--- config.mk ---
export PLATFORM = sky130hd
export DESIGN_NAME = triple_comparator_vref_control
export DESIGN_NICKNAME = d
export VERILOG_FILES = /design/src/rtl/cmp_pkg.sv /design/src/rtl/triple_comparator_vref_control.sv
export VERILOG_INCLUDE_DIRS = /design/src /design/src/rtl
export SDC_FILE = /design/constraint.sdc
export NUM_CORES = 1
export LEC_CHECK = 0
export BUFFER_PORTS_ARGS = -buffer_cell sky130_fd_sc_hd__buf_2
export CORE_ASPECT_RATIO = 0.9
export CORE_MARGIN = 1.5
export CORE_UTILIZATION = 30
export CTS_CLUSTER_DIAMETER = 30
export DETAILED_ROUTE_END_ITERATION = 10
export GPL_ROUTABILITY_DRIVEN = 0
export GPL_TIMING_DRIVEN = 0
export PLACE_DENSITY = 0.54
export REMOVE_ABC_BUFFERS = 1
export SLEW_MARGIN = 20
export SYNTH_ARGS = -nofsm -noshare
export SYNTH_HDL_FRONTEND = slang
export SYNTH_SLANG_ARGS = --single-unit
--- constraint.sdc ---
create_clock -name clk_i -period 1.85 [get_ports clk_i]
set_clock_uncertainty 0.2 [all_clocks]
set_input_delay 0.2775 -clock clk_i [delete_from_list [all_inputs] [get_ports clk_i]]
set_output_delay 0.2775 -clock clk_i [all_outputs]
set_load 0.02 [all_outputs]
--- src/rtl/cmp_map.svh ---
`ifndef CMP_MAP_SVH
`define CMP_MAP_SVH
// Byte offsets on the register bus
`define CMP_CTRL0_OFS      8'h00
`define CMP_CTRL1_OFS      8'h04
`define CMP_CTRL2_OFS      8'h08
`define CMP_STATUS_OFS     8'h0C
`define CMP_LADDER_OFS     8'h10
// Comparator control fields
`define CC_ON_BIT          15
`define CC_PIN_BIT         14
`define CC_INV_BIT         13
`define CC_EVT_BIT         9
`define CC_RES_BIT         8
`define CC_EDGE_HI         7
`define CC_EDGE_LO         6
`define CC_PLUS_BIT        4
`define CC_MINUS_HI        1
`define CC_MINUS_LO        0
// Writable bits of the comparator control (result bit is read-only)
`define CC_WMASK           16'hE2D3
// Status fields
`define ST_IDLE_BIT        15
`define ST_EVT_LO          8
`define ST_RES_LO          0
`define ST_WMASK           16'h8000
// Ladder control fields
`define LC_POS_BIT         10
`define LC_NEG_HI          9
`define LC_NEG_LO          8
`define LC_PWR_BIT         7
`define LC_PIN_BIT         6
`define LC_RANGE_BIT       5
`define LC_SUPPLY_BIT      4
`define LC_LEVEL_HI        3
`define LC_WMASK           16'h07FF
// Reset values
`define REG_RESET          16'h0000
`endif

--- src/rtl/cmp_pkg.sv ---
package cmp_pkg;
  typedef enum logic [1:0] {
    EDGE_NONE = 2'b00,
    EDGE_RISE = 2'b01,
    EDGE_FALL = 2'b10,
    EDGE_ANY  = 2'b11
  } edge_sel_t;

  // Wishbone classic request
  typedef struct packed {
    logic        cyc;
    logic        stb;
    logic        we;
    logic [7:0]  adr;
    logic [3:0]  sel;
    logic [31:0] dat;
  } wb_req_t;

  typedef struct packed {
    logic        ack;
    logic        err;
    logic [31:0] dat;
  } wb_rsp_t;

  // Analog-side controls, one per comparator
  typedef struct packed {
    logic       run;
    logic       plus_sel;
    logic [1:0] minus_sel;
  } cmp_ana_t;

  typedef struct packed {
    logic       power_on;
    logic       pin_drive;
    logic       range_sel;
    logic       supply_sel;
    logic [3:0] level;
    logic       pos_src;
    logic [1:0] neg_src;
  } ladder_ana_t;

  typedef struct packed {
    logic [2:0][15:0] ctrl;
    logic             idle_halt;
    logic [15:0]      ladder;
    logic [2:0]       sync1;
    logic [2:0]       sync2;
    logic [2:0]       prev;
    logic [2:0]       evt;
    logic [2:0]       evt_pulse;
    wb_rsp_t          rsp;
    cmp_ana_t [2:0]   ana;
    ladder_ana_t      lad;
    logic [2:0]       pin_oe;
  } state_t;
endpackage

--- src/rtl/triple_comparator_vref_control.sv ---
`timescale 1ns/1ns
`include "cmp_map.svh"

module triple_comparator_vref_control (
  input  wire logic                   clk_i,
  input  wire logic                   rst_i,
  input  wire logic                   cyc_i,
  input  wire logic                   stb_i,
  input  wire logic                   we_i,
  input  wire logic [7:0]             adr_i,
  input  wire logic [3:0]             sel_i,
  input  wire logic [31:0]            dat_i,
  output logic                        ack_o,
  output logic                        err_o,
  output logic [31:0]                 dat_o,
  input  wire logic                   idle_mode_i,
  input  wire logic [2:0]             raw_result_i,
  output logic [2:0]                  pin_drive_oe_o,
  output logic [2:0]                  event_pulse_o,
  output cmp_pkg::cmp_ana_t [2:0]     cmp_ana_o,
  output cmp_pkg::ladder_ana_t        ladder_ana_o
);
  import cmp_pkg::*;

  // One state struct holds the bus reply, the three control words, the
  // ladder word, synchroniser stages, flags and registered analog controls.
  // Every output is a field of it, so no pin is driven through logic.
  state_t r_r;
  state_t r_nxt;
  wb_req_t req;
  logic [2:0] result;
  logic [2:0] running;

  // Byte-lane merge limited to implemented, writable bits
  function automatic logic [15:0] merge(input logic [15:0] old, input logic [31:0] wd,
                                        input logic [3:0] be, input logic [15:0] wm);
    logic [15:0] lane;
    lane = {{8{be[1]}}, {8{be[0]}}} & wm;
    merge = (old & ~lane) | (wd[15:0] & lane);
  endfunction

  // Edge qualifier for one comparator's selected event
  function automatic logic edge_hit(input logic [1:0] es, input logic inv,
                                    input logic prv, input logic cur);
    logic rise;
    logic fall;
    rise = ~prv & cur;
    fall = prv & ~cur;
    edge_hit = 1'b0;
    unique case (edge_sel_t'(es))
      EDGE_NONE: edge_hit = 1'b0;
      EDGE_RISE: edge_hit = inv ? fall : rise;
      EDGE_FALL: edge_hit = inv ? rise : fall;
      EDGE_ANY:  edge_hit = rise | fall;
    endcase
  endfunction

  // Control word as software reads it; the flag and result are live,
  // the stored copy of the flag bit is never shown
  function automatic logic [15:0] ctrl_view(input logic [15:0] stored,
                                            input logic        flag,
                                            input logic        res);
    logic [15:0] v;
    v = stored & `CC_WMASK;
    v[`CC_EVT_BIT] = flag;
    v[`CC_RES_BIT] = res;
    ctrl_view = v;
  endfunction

  // Status word: halt bit plus live mirrors of flags and results;
  // every other position reads zero
  function automatic logic [15:0] status_view(input logic       halt,
                                              input logic [2:0] flags,
                                              input logic [2:0] res);
    logic [15:0] v;
    v = `REG_RESET;
    v[`ST_IDLE_BIT] = halt;
    v[`ST_EVT_LO +: 3] = flags;
    v[`ST_RES_LO +: 3] = res;
    status_view = v;
  endfunction

  // Ladder word: the upper five bits are not built and read zero
  function automatic logic [15:0] ladder_view(input logic [15:0] stored);
    ladder_view = stored & `LC_WMASK;
  endfunction

  // Flag after a control write. The flag lives apart from the stored word,
  // so a write that leaves the upper lane alone keeps the live flag
  function automatic logic flag_after_write(input logic        flag,
                                            input logic [31:0] wd,
                                            input logic [3:0]  be);
    logic f;
    f = flag;
    if (be[1]) begin
      f = wd[`CC_EVT_BIT];
    end
    flag_after_write = f;
  endfunction

  // Status write: only the idle halt bit takes a value
  function automatic logic halt_after_write(input logic        halt,
                                            input logic [31:0] wd,
                                            input logic [3:0]  be);
    logic [15:0] w;
    w = merge({halt, 15'h0000}, wd, be, `ST_WMASK);
    halt_after_write = w[`ST_IDLE_BIT];
  endfunction

  // Whether a comparator may run; idle halt stops all three at once,
  // enabled comparators keep running in idle when it is clear
  function automatic logic may_run(input logic on, input logic halt, input logic idle);
    may_run = on & ~(halt & idle);
  endfunction

  // Analog-side controls of one comparator, taken from its control word;
  // a stopped comparator also loses its pad enable
  function automatic cmp_ana_t ana_of(input logic [15:0] ctrl,
                                      input logic        halt,
                                      input logic        idle);
    cmp_ana_t a;
    a.run       = may_run(ctrl[`CC_ON_BIT], halt, idle);
    a.plus_sel  = ctrl[`CC_PLUS_BIT];
    a.minus_sel = ctrl[`CC_MINUS_HI:`CC_MINUS_LO];
    ana_of = a;
  endfunction

  // Pad enable; the pad itself carries the unsynchronised analog result,
  // so the pin is not delayed by the synchroniser
  function automatic logic pin_enable(input logic run, input logic [15:0] ctrl);
    pin_enable = run & ctrl[`CC_PIN_BIT];
  endfunction

  // Ladder controls; the analog side does the level arithmetic itself,
  // so the step size and offset are only a range select here
  function automatic ladder_ana_t lad_of(input logic [15:0] lw);
    ladder_ana_t l;
    l.power_on   = lw[`LC_PWR_BIT];
    l.pin_drive  = lw[`LC_PIN_BIT];
    l.range_sel  = lw[`LC_RANGE_BIT];
    l.supply_sel = lw[`LC_SUPPLY_BIT];
    l.level      = lw[`LC_LEVEL_HI:0];
    l.pos_src    = lw[`LC_POS_BIT];
    l.neg_src    = lw[`LC_NEG_HI:`LC_NEG_LO];
    lad_of = l;
  endfunction

  // Event gate: a set flag or a stopped comparator lets no edge through,
  // which keeps one event per flag until software clears it
  function automatic logic event_gate(input logic run,
                                      input logic flag,
                                      input logic hit);
    event_gate = run & ~flag & hit;
  endfunction

  // Reply word: read data in the low half only,
  // zero for writes and for errors
  function automatic logic [31:0] reply_word(input logic        is_rd,
                                             input logic        mapped,
                                             input logic [15:0] rd16);
    logic [31:0] w;
    w = 32'h0000_0000;
    if (is_rd & mapped) begin
      w[15:0] = rd16;
    end
    reply_word = w;
  endfunction

  // A request is taken once; while ack or err shows, a held request
  // is not taken a second time
  function automatic logic bus_taken(input wb_req_t r, input logic busy, input logic want_we);
    bus_taken = r.cyc & r.stb & (r.we == want_we) & ~busy;
  endfunction

  // Register map decode; anything else answers with err
  // and has no effect on any register
  function automatic logic is_mapped(input logic [7:0] a);
    logic m;
    m = 1'b0;
    unique case (a)
      `CMP_CTRL0_OFS:  m = 1'b1;
      `CMP_CTRL1_OFS:  m = 1'b1;
      `CMP_CTRL2_OFS:  m = 1'b1;
      `CMP_STATUS_OFS: m = 1'b1;
      `CMP_LADDER_OFS: m = 1'b1;
      default:         m = 1'b0;
    endcase
    is_mapped = m;
  endfunction

  assign req = '{cyc: cyc_i, stb: stb_i, we: we_i, adr: adr_i, sel: sel_i, dat: dat_i};

  // Live result: synchronised analog level, inverted when asked
  always_comb begin
    for (int i = 0; i < 3; i++) begin
      running[i] = may_run(r_r.ctrl[i][`CC_ON_BIT], r_r.idle_halt, idle_mode_i);
      result[i]  = running[i] & (r_r.sync2[i] ^ r_r.ctrl[i][`CC_INV_BIT]);
    end
  end

  always_comb begin
    logic        hit;
    logic        wr;
    logic        rd;
    logic [15:0] rdata;
    hit = is_mapped(req.adr);
    wr = 1'b0;
    rd = 1'b0;
    rdata = `REG_RESET;
    r_nxt = r_r;
    r_nxt.rsp.ack = 1'b0;
    r_nxt.rsp.err = 1'b0;
    r_nxt.rsp.dat = 32'h0000_0000;

    // Two-stage synchroniser; first stage feeds only the second
    r_nxt.sync1 = raw_result_i;
    r_nxt.sync2 = r_r.sync1;
    r_nxt.prev = result;

    // Events: sticky flag suppresses further edges until cleared
    for (int i = 0; i < 3; i++) begin
      r_nxt.evt_pulse[i] = event_gate(running[i], r_r.evt[i],
        edge_hit(r_r.ctrl[i][`CC_EDGE_HI:`CC_EDGE_LO], r_r.ctrl[i][`CC_INV_BIT],
                 r_r.prev[i], result[i]));
    end

    // Bus access; ack in the cycle after the request is seen
    // Err counts as busy too, so a held unmapped request answers once
    wr = bus_taken(req, r_r.rsp.ack | r_r.rsp.err, 1'b1);
    rd = bus_taken(req, r_r.rsp.ack | r_r.rsp.err, 1'b0);
    unique case (req.adr)
      `CMP_CTRL0_OFS: begin
        // First comparator; a write of 0 to the flag clears it
        hit = 1'b1;
        rdata = ctrl_view(r_r.ctrl[0], r_r.evt[0], result[0]);
        if (wr) begin
          r_nxt.ctrl[0] = merge(r_r.ctrl[0], req.dat, req.sel, `CC_WMASK);
          r_nxt.evt[0]  = flag_after_write(r_r.evt[0], req.dat, req.sel);
        end
      end
      `CMP_CTRL1_OFS: begin
        // Second comparator
        hit = 1'b1;
        rdata = ctrl_view(r_r.ctrl[1], r_r.evt[1], result[1]);
        if (wr) begin
          r_nxt.ctrl[1] = merge(r_r.ctrl[1], req.dat, req.sel, `CC_WMASK);
          r_nxt.evt[1]  = flag_after_write(r_r.evt[1], req.dat, req.sel);
        end
      end
      `CMP_CTRL2_OFS: begin
        // Third comparator
        hit = 1'b1;
        rdata = ctrl_view(r_r.ctrl[2], r_r.evt[2], result[2]);
        if (wr) begin
          r_nxt.ctrl[2] = merge(r_r.ctrl[2], req.dat, req.sel, `CC_WMASK);
          r_nxt.evt[2]  = flag_after_write(r_r.evt[2], req.dat, req.sel);
        end
      end
      `CMP_STATUS_OFS: begin
        hit = 1'b1;
        rdata = status_view(r_r.idle_halt, r_r.evt, result);
        if (wr) begin
          r_nxt.idle_halt = halt_after_write(r_r.idle_halt, req.dat, req.sel);
        end
      end
      `CMP_LADDER_OFS: begin
        hit = 1'b1;
        rdata = ladder_view(r_r.ladder);
        if (wr) r_nxt.ladder = merge(r_r.ladder, req.dat, req.sel, `LC_WMASK);
      end
      default: hit = 1'b0;
    endcase

    // Hardware set wins over a software clear in the same cycle
    for (int i = 0; i < 3; i++) begin
      if (r_nxt.evt_pulse[i]) r_nxt.evt[i] = 1'b1;
    end

    if (wr | rd) begin
      r_nxt.rsp.ack = hit;
      r_nxt.rsp.err = ~hit;                        // Unmapped addresses answer err
      r_nxt.rsp.dat = reply_word(rd, hit, rdata);
    end

    // Analog-side controls, registered from the next-state words so that
    // the pads and the analog cores follow a write at the same edge
    for (int i = 0; i < 3; i++) begin
      r_nxt.ana[i]    = ana_of(r_nxt.ctrl[i], r_nxt.idle_halt, idle_mode_i);
      // Pad drives raw analog result; only the enable is clocked
      r_nxt.pin_oe[i] = pin_enable(r_nxt.ana[i].run, r_nxt.ctrl[i]);
    end

    // Ladder controls follow the ladder word as written
    r_nxt.lad = lad_of(r_nxt.ladder);
  end

  // Single state register; everything clears at reset
  always_ff @(posedge clk_i) begin
    if (rst_i) begin
      r_r <= '0;
    end else begin
      r_r <= r_nxt;
    end
  end

  assign ack_o          = r_r.rsp.ack;
  assign err_o          = r_r.rsp.err;
  assign dat_o          = r_r.rsp.dat;
  assign pin_drive_oe_o = r_r.pin_oe;
  assign event_pulse_o  = r_r.evt_pulse;
  assign cmp_ana_o      = r_r.ana;
  assign ladder_ana_o   = r_r.lad;
endmodule

==> metrics.yaml <==
r2r-end: "r_r[64]"
fin_ws_ns: -0.1406
core_um2: 11980
place_hpwl_um: 6030
crit_arrival_ns: 2.02
violations: "setup timing"
worst-path-buf-inv: 0
drc_errors: 0
hold-path-cell-count: 3
max_slew.worst_pin.slew_ns: 0.6210
synth_common_cells: "73 x dfxtp_1, 61 x buf_4, 56 x nor2_1, 44 x mux2i_1, 22 x nand2_1"
worst_ep_required_time_ns: 1.88
preCtsSetupSlack_ns: -1.311
final_core_util_pct: 39.53
yosys.area.top_type: "dfxtp_1"
power_density_nw_per_um2: 778.9
period_minus_slack_ns: 1.991
use_met3_pct: 3.443
syn_inst: 405
routedWlPerCell_um: 14.80
p_int_uw: 2871
ant_nets: 0
combPwrFrac_pct: 6.0
ios: 116
clockBufferDepth: 2
min-delay-start: "dat_i[1]"
synth_area_um2: 3667
die_x_um: 119.5
cts_made_buffers: 9
top_usage_layer: "met2"
grt_use_total_pct: 14.27
yosys_register_bits: 73
rr_worst_depth: 7
reg2reg_slack_ns: -0.14
leakage_uw: 0.002159
vdd_drop_max_v: 0.0004117
synth_edf_count: 0
grt_max_degree: 57
power_switching_uw: 818.0
cpMaxStageDelayCell: "dfxtp_4"
num-fill-cells: 1236
timing.final.crit_share_pct: 107.6
async_flop_share_pct: 0
criticalPathCategory: "reg2reg"
cts_tree: "yes"
yosysTopAreaCellShare_pct: 39.85
max_cap_viol_count: 0
start_util_pct: 30.61
port_buffers: 77
critPathMaxFanout: 3
hold_violations: 0
swShare_pct: 22.17
synth-main-ff-cell: "dfxtp_1"
slew_violations: 0
synthTopCellsByArea: "dfxtp_1 40%, buf_4 12%, mux2i_1 12%"
rsz0062_at_grt: "yes"
num_rows: 38
hp-class: "in2reg"
post-synth-top-count-cell: "dfxtp_1"
cpPeakStageDelay_ns: 0.36
cp-end-kind: "flip-flop"
cp_top_family: "compound AO/OA/AOI/OAI gates"
setup_violations: 26
grt_overflow: 0
drt_iter0_markers: 119
synth.distinct_cells: 44
status: "complete, but fails checks"
num-nets-final: 527
dr_total_vias: 2860
die_area_um2: 12900
diodes: 0
slew_headroom_pct: 58.28
clkSlewWorstSetupHoldPaths_ns: 0.06
avgSynthCellArea_um2: 9.055
drive_gt1_share_pct: 37.00
via_per_inst: 4.518
grt_pass1_wl_um: 14170
antenna_found_initial: 0
max_freq_mhz: 502.4
cp-start-kind: "flip-flop"
yosysWarnings: 0
path_cells: "xor2_2 -> nand3_2 -> ha_4 -> a221oi_2 -> a21oi_1 -> o2111a_1 -> a311o_1"
cts.htree.levels: 3
p_seq_share_pct: 42.8
pwr-share-clk_pct: 51.2
drt-pass1-iter-count: 4
grt.met2_usage_pct: 22.62
ys_seq_area_share_pct: 39.85
clkLatencyLatePin_ns: 0.34
globalRouteMet1Util_pct: 18.60
totalWireLength_um: 9370
grt_pass1_vias: 2655
cts_root_buf: "clkbuf_16"
syn_to_final_growth_pct: 29.14
cts.sinks: 73
die_y_um: 107.9
worst min-delay path, delay by kind of cell:
kind,cells,cell delay [ns]
AND/OR/NAND/NOR,1,0.07
multiplexers,1,0.07
buffers and inverters,1,0.11
how the worst max path moves through the flow:
stage	startpoint	endpoint	slack (ns)	cells after the start
floorplan	adr_i[5]	flip-flop	-0.59	5
global placement	adr_i[5]	flip-flop	-1.29	6
detailed placement	adr_i[5]	flip-flop	-1.31	6
CTS	flip-flop	r_r[64]	-0.12	7
global route	flip-flop	r_r[64]	-0.19	7
finish	flip-flop	r_r[64]	-0.14	7
power by group through the flow:
stage / Combinational (µW) / Clock (µW) / Sequential [µW]
floorplan: 70.4 / 0 / 1620
global placement: 170 / 0 / 1620
detailed placement: 173 / 0 / 1620
CTS: 209 / 1930 / 1580
global route: 237 / 2000 / 1580
finish: 221 / 1890 / 1580
per-layer routing:
| metal | vias to the layer above | share of wire, % |
|---|---|---|
| li1 | 1429 | - |
| met1 | 1346 | 45 |
| met2 | 72 | 48 |
| met3 | 13 | 5.3 |
| met4 | 0 | 1.5 |
| met5 | - | 0 |
cells in the final DEF (no fill, tap or decap), types with 3 or more instances in the layout:
master          n
nand3b_1        5
buf_6          10
and3_1          4
conb_1         18
dfxtp_1        65
a21oi_1        16
a22oi_1         8
and3_4          3
clkbuf_16       9
buf_4          19
nor3_1          3
o2111a_1        3
nand3_1        12
inv_1           8
nor2b_1        12
mux2i_1        42
a221oi_2        3
ha_4            4
nand2_2         3
nand2_4         3
dfxtp_4         4
dfxtp_2         4
nand2_1        17
nand3_2         3
nor2_1         54
inv_2           3
dlygate4sd3_1   8
buf_2          75
o21ai_0         7
per-stage QoR:
step / std cells / hold WS (ns) / TNS (ns) / total power [µW] / cell area (µm²)
global route: 633 / 0.02627 / -2.503 / 3813 / 4736
global placement: 580 / 0.2295 / -43.83 / 1787 / 3775
floorplan: 343 / 0.1466 / -15.95 / 1687 / 3189
finish: 633 / 0.02230 / -0.5616 / 3689 / 4736
detailed placement: 580 / 0.2454 / -44.63 / 1789 / 3775
CTS: 627 / 0.01652 / -0.7349 / 3714 / 4603
area by class of cell:
type	count	area, µm²	area share (%)
repair buffers	113	730.7	15.43
flip-flops and latches	73	1481	31.28
inverters	11	41.29	0.8719
well taps	160	200.2	4.227
clock buffers	12	246.5	5.205
clock inverters	4	76.32	1.612
multi-input cells	260	1959	41.37
what timing repair did:
item                                    in CTS  in global routing
resized for setup                           59                 20
hold buffers                                 8                  0
cloned                                       0                  2
setup buffers                               23                  4
pin swaps                                   23                 16
hold endpoints to repair                     8                  0
endpoints found under the setup margin      59                 57
kinds of logic (layout without fill, tap and decap cells):
logic type | Yosys count | count (layout) | share of synthesized area [%]
buffers and inverters | 90 | 140 | 15.90
flip-flops | 73 | 73 | 39.85
AO/OA/AOI/OAI | 50 | 50 | 9.656
AND/OR/NAND/NOR | 136 | 137 | 19.11
XOR/XNOR | 3 | 3 | 0.7166
adder cells (fa/ha/maj) | 6 | 6 | 2.047
other | 1 | 18 | 0.1023
multiplexers | 46 | 46 | 12.62
(Power assumes the default switching activity.)
